$ cat src/verilog/roifi_params.svh
// constants for the area-of-interest inquiry register bank
// assumes byte offsets relative to the format's register base
`ifndef ROIFI_PARAMS_SVH
`define ROIFI_PARAMS_SVH

// register byte offsets
`define ROIFI_OFS_CODING   12'h014
`define ROIFI_OFS_PIXCNT   12'h034
`define ROIFI_OFS_BYTE_HI  12'h038
`define ROIFI_OFS_BYTE_LO  12'h03C
`define ROIFI_OFS_PKT      12'h040

// supported coding sets, bit n = pixel_format_code n
`define ROIFI_CODES_MONO   11'h021
`define ROIFI_CODES_COLOR  11'h605
`define ROIFI_NUM_CODES    11

// pixel_format_code values
`define ROIFI_ID_MONO8     8'h00
`define ROIFI_ID_YUV422    8'h02
`define ROIFI_ID_MONO16    8'h05
`define ROIFI_ID_RAW8      8'h09
`define ROIFI_ID_RAW16     8'h0A

// packet size step in bytes
`define ROIFI_PKT_STEP     16'h0004
// quadlet padding
`define ROIFI_QUAD_ROUND   64'h0000000000000003
`define ROIFI_QUAD_MASK    64'hFFFFFFFFFFFFFFFC

`endif

$ cat src/verilog/roifi_pkg.sv
// types for the area-of-interest inquiry register bank
// assumes quadlet requests arrive already decoded from the serial bus link
package roifi_pkg;

  // one quadlet request from the link layer
  typedef struct packed {
    logic        valid;
    logic        write;
    logic [11:0] offset;
    logic [31:0] wdata;
  } roifi_req_type;

  // one quadlet answer to the link layer
  typedef struct packed {
    logic        valid;
    logic        err;
    logic [31:0] rdata;
  } roifi_rsp_type;

  // area-of-interest settings from the writable registers
  typedef struct packed {
    logic [15:0] width;
    logic [15:0] height;
    logic [7:0]  code;
    logic [31:0] extra;
  } roifi_cfg_type;

endpackage

$ cat src/verilog/roifi_byte_calc.sv
// per-frame pixel count and byte total, two register stages
// assumes settings come from logic on the same clock
`timescale 1ns/1ps
`include "roifi_params.svh"

module roifi_byte_calc (
  input  wire logic                  clk,       // core clock
  input  wire logic                  rst_n,     // sync reset, active low
  input  wire logic                  ce,        // clock enable
  input  roifi_pkg::roifi_cfg_type   cfg,       // current size and coding
  output logic [31:0]                pix_r,     // pixels per frame
  output logic [63:0]                bytes_r    // bytes per frame
);

  logic [31:0] pix_nxt;
  logic [63:0] bytes_nxt;
  logic [2:0]  bpp_r;
  logic [2:0]  bpp_nxt;
  logic [31:0] extra_r;
  logic [31:0] extra_nxt;
  logic [63:0] raw;

  // stage one: pixel count and bytes per pixel from the coding
  always_comb
  begin
    pix_nxt   = pix_r;
    bpp_nxt   = bpp_r;
    extra_nxt = extra_r;
    bytes_nxt = bytes_r;
    raw       = 64'h0;
    if (ce)
    begin
      pix_nxt   = {16'h0, cfg.width} * {16'h0, cfg.height};
      extra_nxt = cfg.extra;
      case (cfg.code)
        `ROIFI_ID_MONO8:  bpp_nxt = 3'h1;
        `ROIFI_ID_YUV422: bpp_nxt = 3'h2;
        `ROIFI_ID_MONO16: bpp_nxt = 3'h2;
        `ROIFI_ID_RAW8:   bpp_nxt = 3'h1;
        `ROIFI_ID_RAW16:  bpp_nxt = 3'h2;
        default:          bpp_nxt = 3'h0;
      endcase
      // stage two: image bytes, quadlet padding, appended feature data
      raw       = {32'h0, pix_r} * {61'h0, bpp_r};
      bytes_nxt = ((raw + `ROIFI_QUAD_ROUND) & `ROIFI_QUAD_MASK)
                  + {32'h0, extra_r};
    end
  end

  // stage registers
  always_ff @(posedge clk)
  begin
    if (!rst_n)
    begin
      pix_r   <= 32'h0;
      bpp_r   <= 3'h0;
      extra_r <= 32'h0;
      bytes_r <= 64'h0;
    end
    else
    begin
      pix_r   <= pix_nxt;
      bpp_r   <= bpp_nxt;
      extra_r <= extra_nxt;
      bytes_r <= bytes_nxt;
    end
  end

endmodule

$ cat src/verilog/roifi_regs.sv
// read-only inquiry registers of the area-of-interest image format
// assumes quadlet requests decoded by the serial bus link on MCLK
//
// Operation
// - coding inquiry holds one support flag per coding, one means supported
// - flag for code n sits at bit n, codes 0 to 10; 11-31 reserved
// - monochrome variant flags only codes 0 and 5
// - colour variant flags codes 0, 2, 9 and 10
// - pixel count register reports width times height
// - 64-bit byte total, upper quadlet at 0x38, lower at 0x3C
// - byte total counts image data, padding and appended feature data
// - byte total follows current image size and selected coding
// - packet step of 4 bytes in bits 0 to 15
// - bit 0 is the most significant bit of each register
`timescale 1ns/1ps
`include "roifi_params.svh"

module roifi_regs (
  input  wire logic                  MCLK,        // core clock, 250 MHz
  input  wire logic                  RSTN,        // sync reset, active low
  input  wire logic                  CE,          // clock enable
  input  wire logic                  COLOR_MODEL, // strap pin, 1 = colour
  input  roifi_pkg::roifi_req_type   REQ,         // quadlet request
  input  roifi_pkg::roifi_cfg_type   CFG,         // current size and coding
  input  wire logic [15:0]           MAX_PKT,     // largest packet in bytes
  output roifi_pkg::roifi_rsp_type   RSP          // quadlet answer
);

  logic        color_meta_r;
  logic        color_meta_nxt;
  logic        color_sync_r;
  logic        color_sync_nxt;
  logic [10:0] codes;
  logic [31:0] coding_word;
  logic [31:0] pix_r;
  logic [63:0] bytes_r;
  logic [31:0] rdata_r;
  logic [31:0] rdata_nxt;
  logic        valid_r;
  logic        valid_nxt;
  logic        err_r;
  logic        err_nxt;

  // pixel count and byte total
  roifi_byte_calc u_calc (
    .clk     (MCLK),
    .rst_n   (RSTN),
    .ce      (CE),
    .cfg     (CFG),
    .pix_r   (pix_r),
    .bytes_r (bytes_r)
  );

  // strap synchroniser next values
  always_comb
  begin
    color_meta_nxt = color_meta_r;
    color_sync_nxt = color_sync_r;
    if (CE)
    begin
      color_meta_nxt = COLOR_MODEL;
      color_sync_nxt = color_meta_r;
    end
  end

  // strap synchroniser registers
  always_ff @(posedge MCLK)
  begin
    if (!RSTN)
    begin
      color_meta_r <= 1'b0;
      color_sync_r <= 1'b0;
    end
    else
    begin
      color_meta_r <= color_meta_nxt;
      color_sync_r <= color_sync_nxt;
    end
  end

  // supported set per model variant
  assign codes = color_sync_r ? `ROIFI_CODES_COLOR : `ROIFI_CODES_MONO;

  // place flag n at msb-first bit n
  genvar n;
  generate
    for (n = 0; n < 32; n = n + 1)
    begin : g_flag
      if (n < `ROIFI_NUM_CODES)
      begin : g_used
        assign coding_word[31-n] = codes[n];
      end
      else
      begin : g_rsvd
        assign coding_word[31-n] = 1'b0;
      end
    end
  endgenerate

  // decode a request into the next answer
  always_comb
  begin
    valid_nxt = valid_r;
    err_nxt   = err_r;
    rdata_nxt = rdata_r;
    if (CE)
    begin
      valid_nxt = REQ.valid;
      err_nxt   = 1'b0;
      rdata_nxt = 32'h0;
      if (REQ.valid)
      begin
        case (REQ.offset)
          `ROIFI_OFS_CODING:  rdata_nxt = coding_word;
          `ROIFI_OFS_PIXCNT:  rdata_nxt = pix_r;
          `ROIFI_OFS_BYTE_HI: rdata_nxt = bytes_r[63:32];
          `ROIFI_OFS_BYTE_LO: rdata_nxt = bytes_r[31:0];
          `ROIFI_OFS_PKT:     rdata_nxt = {`ROIFI_PKT_STEP, MAX_PKT};
          default:            err_nxt   = 1'b1;
        endcase
        if (REQ.write)
        begin
          rdata_nxt = 32'h0;
        end
      end
    end
  end

  // answer registers
  always_ff @(posedge MCLK)
  begin
    if (!RSTN)
    begin
      valid_r <= 1'b0;
      err_r   <= 1'b0;
      rdata_r <= 32'h0;
    end
    else
    begin
      valid_r <= valid_nxt;
      err_r   <= err_nxt;
      rdata_r <= rdata_nxt;
    end
  end

  // answer outputs
  assign RSP.valid = valid_r;
  assign RSP.err   = err_r;
  assign RSP.rdata = rdata_r;

  // helpers for the assertions
  logic rd_coding;
  logic rd_pkt;
  logic rd_any;
  assign rd_any    = CE && REQ.valid && !REQ.write;
  assign rd_coding = rd_any && REQ.offset == `ROIFI_OFS_CODING;
  assign rd_pkt    = rd_any && REQ.offset == `ROIFI_OFS_PKT;
endmodule
$ cat config.mk
export PLATFORM = sky130hd
export DESIGN_NAME = roifi_regs
export DESIGN_NICKNAME = d
export VERILOG_FILES = /design/src/verilog/roifi_pkg.sv /design/src/verilog/roifi_byte_calc.sv /design/src/verilog/roifi_regs.sv
export VERILOG_INCLUDE_DIRS = /design/src /design/src/verilog
export SDC_FILE = /design/constraint.sdc
export NUM_CORES = 1
export LEC_CHECK = 0
export BUFFER_PORTS_ARGS = -buffer_cell sky130_fd_sc_hd__clkbuf_2
export CAP_MARGIN = 20
export CORE_AREA = 10 10 202 204
export DETAILED_ROUTE_END_ITERATION = 10
export DIE_AREA = 0 0 212 214
export PLACE_DENSITY = 0.74
export RECOVER_POWER = 25
export SLEW_MARGIN = 20
export SYNTH_ARGS = -nofsm -noshare
export SYNTH_HDL_FRONTEND = slang
export SYNTH_SLANG_ARGS = --single-unit
$ cat constraint.sdc
create_clock -name MCLK -period 5.5 [get_ports MCLK]
set_clock_uncertainty 0.05 [all_clocks]
set_input_delay 0 -clock MCLK [delete_from_list [all_inputs] [get_ports MCLK]]
set_output_delay 0 -clock MCLK [all_outputs]
set_load 0.01 [all_outputs]
==> results.py, run 1 <==
metrics = {
    "layout": {
        "nNetsFinal": 2971,
        "fin_cells": 2897,
        "drive_gt1_share_pct": 16.3,
        "post-route-util_pct": 59.4,
        "areaGrowthSynthToFinish_pct": 21.1,
        "n_antenna_cell": 0,
        "fill_cells": 3199,
    },
    "routing": {
        "first_pass_iters": 6,
        "drt_iter0_drc": 1146,
        "drc": 0,
        "via_count": 15900,
        "drt_wl_total_um": 50200,
        "wl_per_cell_um": 17.3,
        "drt.antenna.violating_nets": 0,
        "via_per_inst": 5.48,
    },
    "timing": {
        "timing.slew.headroom_pct": 41.8,
        "fin_hold_ws_ns": 0.0239,
        "period_minus_slack_ns": 5.29,
        "slew_viol_final": 0,
        "hold_viol_final": 0,
        "rsz0062_at_grt": "true",
        "fmax_ghz": 0.189,
        "setup_viol": 0,
        "worstMarginPinSlew_ns": 0.874,
        "min_period_over_period_pct": 96.2,
    },
    "synth": {
        "synthMostInstantiatedCell": "inv_1",
        "syn_area_um2": 18200,
        "synth_ff_type": "dfxtp_1",
        "netlist_instances": 2098,
        "yosysSeqAreaShare_pct": 15.2,
        "syn_area_per_cell_um2": 8.66,
        "synthArstFlopShare_pct": 0,
        "syn_nets": 2659,
        "synth_area_leaders": "fa_1 (22%), ha_1 (16%), dfxtp_1 (15%), and2_1 (6.0%), inv_1 (4.8%)",
        "synth.distinct_cells": 73,
        "synth_commonest_cells": "inv_1 (230), ha_1 (227), nand2_1 (226)",
        "synth-edff-count": 0,
        "synth-seq-cells": 138,
        "yosysTopAreaCell": "fa_1",
        "synth_warnings": 0,
        "synth_top_area_share_pct": 21.6,
    },
    "global_routing": {
        "grt_pass1_wl_um": 81300,
        "grt_pass1_vias": 16400,
        "grt_max_degree": 83,
        "overflow": 0,
        "grtUsageTotal_pct": 21.9,
        "antenna_found_initial": 0,
    },
    "power": {
        "vdd_drop_max_uv": 779,
        "powerDensity_nw_per_um2": 457,
        "power_mw": 10.1,
        "leakage_nw": 10.9,
    },
    "placement": {
        "hpwlAfterDp_um": 39700,
        "place_congestion": 0.966,
        "io_buffers": 139,
        "dp_cells": 2808,
    },
    "clock_network": {
        "htreeDepth": 4,
        "clockRootBuffer": "clkbuf_16",
        "tritoncts": "built",
        "clock_path_buffers": 2,
        "clock_sinks": 138,
        "clk_latency_ns": 0.45,
        "clk_pin_slew_ns": 0.07,
        "cts_made_buffers": 17,
    },
    "die": {
        "core-area_um2": 37000,
        "std_cell_rows": 71,
        "die_area_um2": 45400,
        "chipWidth_um": 212,
        "pin_count": 172,
        "start_util_pct": 49.0,
        "fp.dieH_um": 214,
    },
    "worst_hold_path": {
        "min_path_type": "input pin to flip-flop",
    },
    "run_status": {
        "outcome": "finished, final reports clean",
    },
    "critical_path": {
        "crit_arrival_ns": 5.55,
        "endpoint_kind": "flip-flop",
        "crit_required_ns": 5.75,
        "cpPeakStageDelay_ns": 0.34,
        "cp-start-kind": "flip-flop",
        "slowest_stage": "dfxtp_1",
        "criticalPathCategory": "flip-flop to flip-flop",
        "cp_max_fo": 19,
    },
    "job": {
        "maxCapViolCount": 0,
    },
}
==> routing by layer <==
metal  part of all wire, %  global-route usage (%)
met5                     0                       0
met1                    42                    26.7
met4                   2.5                    6.81
met2                    51                    38.9
met3                   4.7                    2.73
==> cell type report <==
type | instances | area, um^2 | share of cell area [%]
Sequential cell | 138 | 2760 | 12.6
Tap cell | 474 | 593 | 2.70
Multi-Input combinational cell | 1633 | 14500 | 65.7
Inverter | 231 | 867 | 3.94
Clock buffer | 17 | 425 | 1.93
Clock inverter | 15 | 143 | 0.648
Timing Repair Buffer | 389 | 2740 | 12.5
==> power by group <==
group / total, mW / internal [mW] / leakage, nW / switching, mW
sequential: 1.21 / 1.11 / 1.13 / 0.0920
combinational: 7.71 / 3.81 / 9.47 / 3.90
clock: 1.15 / 0.604 / 0.280 / 0.545
==> stage by stage <==
| stage | setup TNS [ns] | worst slack (ns) | instance area, um^2 |
|---|---|---|---|
| floorplan | 0 | 0.0218 | 18200 |
| global placement | -1.42 | -0.296 | 20600 |
| detailed placement | -2.79 | -0.399 | 20600 |
| CTS | 0 | 0.0114 | 21700 |
| global route | -0.151 | -0.0501 | 22000 |
| finish | 0 | 0.207 | 22000 |
==> cells by family (layout without fill, tap and decap cells) <==
family                     Yosys count  in the layout  share of synthesized area (%)
muxes                               75             75                           4.15
xor gates and xnor gates            80             80                           3.86
adders and majority gates          423            423                           37.2
DFF                                138            138                           15.2
and+or+nand+nor                    710            710                           20.4
AOI/OAI and AO/OA                  345            345                           12.3
buffers and inverters              327            652                           6.86
==> cells in the final DEF (no fill, tap or decap), drive strengths merged, types with 124 or more instances in the layout <==
master,n
inv,244
ha,227
nand2,226
buf,199
fa,196
and2,175
clkbuf,154
dfxtp,138
nor2b,127
a21oi,124
==> flip-flops by register name, summed over array words and instances (netlist names) <==
signal,count
color_sync_r,1
err_r,1
rdata_r,32
u_calc.bpp_r,2
valid_r,1
color_meta_r,1
u_calc.bytes_r,36
u_calc.extra_r,32
u_calc.pix_r,32
==> critical path: cells and delay by family (launching register included) <==
kind	cells	cell delay, ns
AO/OA/AOI/OAI	13	2.21
flip-flops	1	0.34
AND/OR/NAND/NOR	5	0.61
XOR/XNOR	1	0.24
buffers and inverters	4	0.57
adder cells (fa/ha/maj)	4	1.10
==> repair_timing <==
| action | CTS | global route |
|---|---|---|
| buffers inserted | 0 | 4 |
| resized for setup | 6 | 52 |
| pin swaps | 2 | 15 |
| endpoints found under the hold margin | 49 | 0 |
| setup endpoints to repair | 5 | 23 |
| hold buffers | 53 | 0 |
==> final timing paths <==
path | to | depth (start not counted) | slack (ns) | from
max | u_calc.bytes_r[34]$_SDFFE_PN0P_ | 27 | 0.21 | u_calc.bpp_r[1]$_SDFFE_PN0P_
max reg2reg | u_calc.bytes_r[34]$_SDFFE_PN0P_ | 27 | 0.21 | u_calc.bpp_r[1]$_SDFFE_PN0P_
min | u_calc.pix_r[31]$_SDFFE_PN0P_ | 3 | 0.02 | RSTN
min reg2reg | u_calc.bytes_r[4]$_SDFFE_PN0P_ | 1 | 0.44 | u_calc.bytes_r[4]$_SDFFE_PN0P_
Power figures use the tool's default switching activity.
==> inputs of run 2 (changes only) <==
--- a/config.mk
+++ b/config.mk
@@ -6,11 +6,12 @@
 export SDC_FILE = /design/constraint.sdc
 export NUM_CORES = 1
 export LEC_CHECK = 0
+export ABC_AREA = 1
 export BUFFER_PORTS_ARGS = -buffer_cell sky130_fd_sc_hd__clkbuf_2
 export CAP_MARGIN = 20
-export CORE_AREA = 10 10 202 204
+export CORE_AREA = 10 10 209 211
 export DETAILED_ROUTE_END_ITERATION = 10
-export DIE_AREA = 0 0 212 214
+export DIE_AREA = 0 0 219 221
 export PLACE_DENSITY = 0.74
 export RECOVER_POWER = 25
 export SLEW_MARGIN = 20
==> results.py, run 2 <==
metrics = {
    "run_status": {
        "outcome": "finished, final reports clean",
    },
    "clock_network": {
        "clk_latency_ns": 0.43,
        "htreeDepth": 4,
        "clock_path_buffers": 2,
        "cts_made_buffers": 17,
        "postCtsSetupBuffers": 0,
        "clk_pin_slew_ns": 0.07,
        "clock_sinks": 138,
        "tritoncts": "built",
        "clockRootBuffer": "clkbuf_16",
    },
    "synth": {
        "synth_warnings": 0,
        "synth_mux_area_share_pct": 0,
        "synth-seq-cells": 138,
        "synth_ff_type": "dfxtp_1",
        "yosysSeqAreaShare_pct": 14.1,
        "synthAdderAreaFrac_pct": 34.6,
        "synth_top_area_share_pct": 20.1,
        "synth-xor-area-share_pct": 3.09,
        "synth_compound_area_share_pct": 13.2,
        "synth_area_leaders": "fa_1 (20%), ha_1 (15%), dfxtp_1 (14%), nand2_1 (12%), inv_1 (11%)",
        "synth-simple-area-share_pct": 20.7,
        "synthMostInstantiatedCell": "nand2_1",
        "synth_top_family_by_area": "adder cells",
        "synth_commonest_cells": "nand2_1 (604), inv_1 (599), nor2_1 (231)",
        "synthArstFlopShare_pct": 0,
        "yosysTopAreaCell": "fa_1",
        "syn_area_per_cell_um2": 7.01,
        "syn_area_um2": 19600,
        "synth-edff-count": 0,
        "netlist_instances": 2791,
        "syn_nets": 3352,
        "synth.distinct_cells": 48,
    },
    "layout": {
        "most-common-layout-cells": "nand2_1 (604), inv_1 (599), nor2_1 (230), ha_1 (227), fa_1 (196)",
        "seqCellArea_um2": 2760,
        "regMostFlops": "u_calc.bytes_r",
        "final_common_cell": "nand2_1",
        "post-route-util_pct": 55.5,
        "n_antenna_cell": 0,
        "largest_register_ff_count": 36,
        "areaGrowthSynthToFinish_pct": 11.9,
        "fin_area_um2": 21900,
        "multiInputGateArea_um2": 14000,
        "fill_cells": 3740,
        "drive_gt1_share_pct": 9.43,
        "nNetsFinal": 3497,
    },
    "placement": {
        "hpwlAfterDp_um": 48200,
        "place_congestion": 0.990,
        "pre_cts_slack_ns": 0.0876,
        "io_buffers": 139,
        "placed_cell_area_um2": 20800,
    },
    "power": {
        "switching_share_pct": 54.3,
        "power.share.combinational_pct": 77.2,
        "powerDensity_nw_per_um2": 472,
        "leakage_nw": 12.5,
        "p_switching_mw": 5.61,
        "internal_power_mw": 4.72,
        "seq_power_share_pct": 12.2,
        "vdd_drop_max_uv": 463,
        "pwr-share-clk_pct": 10.6,
    },
    "worst_hold_path": {
        "min_path_type": "input pin to flip-flop",
    },
    "critical_path": {
        "crit_arrival_ns": 5.45,
        "cp_max_fo": 15,
        "cp-start-kind": "flip-flop",
        "crit_required_ns": 5.82,
        "reg2reg_slack_ns": 0.37,
        "criticalPathCategory": "flip-flop to flip-flop",
        "endpoint_kind": "flip-flop",
    },
    "timing": {
        "rsz0062_at_grt": "false",
        "timing.slew.headroom_pct": 9.01,
        "min_period_over_period_pct": 93.2,
        "period_minus_slack_ns": 5.13,
        "setup_viol": 0,
        "hold_viol_final": 0,
        "tns_ns": 0,
        "worstMarginPinSlew_ns": 1.36,
        "timing.final.ws_setup_ns": 0.374,
        "fmax_ghz": 0.195,
        "slew_viol_final": 0,
    },
    "die": {
        "pin_count": 172,
        "fp.dieH_um": 221,
        "std_cell_rows": 73,
        "core-area_um2": 39500,
        "start_util_pct": 49.6,
        "chipWidth_um": 219,
        "die_area_um2": 48400,
    },
    "routing": {
        "drt_wl_total_um": 58800,
        "wl_per_cell_um": 16.9,
        "first_pass_iters": 7,
        "drt.antenna.violating_nets": 0,
        "drc": 0,
        "drt_iter0_drc": 1202,
        "via_per_inst": 5.26,
        "via_count": 18300,
    },
    "global_routing": {
        "grt_pass1_vias": 18800,
        "grtUsageTotal_pct": 24.1,
        "antenna_found_initial": 0,
        "overflow": 0,
        "grt_max_degree": 118,
        "grt_pass1_wl_um": 95400,
    },
    "job": {
        "maxCapViolCount": 0,
    },
}
## run 2: changes by cell type after synthesis, moves of 30 or more
cell / change
nor2b_1: -127
nand2_1: +378
nor2_1: +158
a21oi_2: +31
nand2_2: +30
o21ai_0: +89
inv_1: +369
and2_1: -172
nand3_1: +41
mux2i_1: -73
a21oi_1: +36
## run 2: final timing paths
| check | start | to | depth (start not counted) |
|---|---|---|---|
| min | MAX_PKT[10] | rdata_r[10]$_SDFFE_PN0P_ | 5 |
| max reg2reg | u_calc.bpp_r[1]$_SDFFE_PN0P_ | u_calc.bytes_r[28]$_SDFFE_PN0P_ | 24 |
| min reg2reg | u_calc.bytes_r[35]$_SDFFE_PN0P_ | u_calc.bytes_r[35]$_SDFFE_PN0P_ | 2 |
| max | u_calc.bpp_r[1]$_SDFFE_PN0P_ | u_calc.bytes_r[28]$_SDFFE_PN0P_ | 24 |
## run 2: metrics by stage
step	std cells	hold WS, ns	power, mW
after floorplan	2791	0.0849	6.69
after global placement	3389	0.179	9.10
after detailed placement	3389	0.175	9.15
after CTS	3473	0.00133	10.3
after global routing	3474	0.00713	11.5
final	3474	0.00610	10.3
## run 2: cell families (layout without fill, tap and decap cells)
logic type | Yosys count | count (layout)
AOI/OAI and AO/OA | 441 | 441
buffers and inverters | 725 | 883
adders and majority gates | 423 | 423
xor gates and xnor gates | 69 | 69
and+or+nand+nor | 995 | 995
DFF | 138 | 138
## run 2: cell type report
type	count	area share (%)
multi-input combinational	1928	64.1
sequential	138	12.6
inverter	602	10.3
timing repair buffer	249	7.44
tap	525	3.00
clock buffer	18	1.96
clock inverter	14	0.583
## run 2: critical path, stage by stage (launching register included)
cell and delay (ns):
dfxtp_1 0.45, buf_4 0.25, nand2_1 0.07, inv_1 0.06
ha_1 0.22, ha_1 0.31, ha_1 0.36, a21oi_1 0.14
nand2_1 0.12, nand2_1 0.08, nand3_1 0.15, a21boi_1 0.26
o21ai_0 0.14, nand2_1 0.08, nand2_1 0.08, a21oi_1 0.18
xor2_1 0.29, ha_1 0.36, a21oi_1 0.21, o21ai_0 0.16
a21oi_1 0.21, o211ai_1 0.14, o21ai_0 0.48, nand2_1 0.12
inv_1 0.07
## run 2: layer usage
metal	global-route usage (%)	share of wire (%)	vias up
met5	0	0	-
li1	-	-	8917
met2	44.6	52	567
met3	2.46	4.4	119
met4	9.60	4.0	0
met1	27.6	40	8672
## run 2: power by group through the flow
stage                     Sequential [mW]  Clock (mW)  Combinational [mW]
after floorplan                      1.20           0                5.49
after global placement               1.28           0                7.83
after detailed placement             1.28           0                7.87
after CTS                            1.26        1.10                7.96
after global routing                 1.27        1.15                9.09
final                                1.26        1.10                7.97
## run 2: repair_timing
item	CTS	global route
endpoints found under the setup margin	0	4
endpoints found under the hold margin	49	0
resized for setup	0	3
hold buffers	52	0
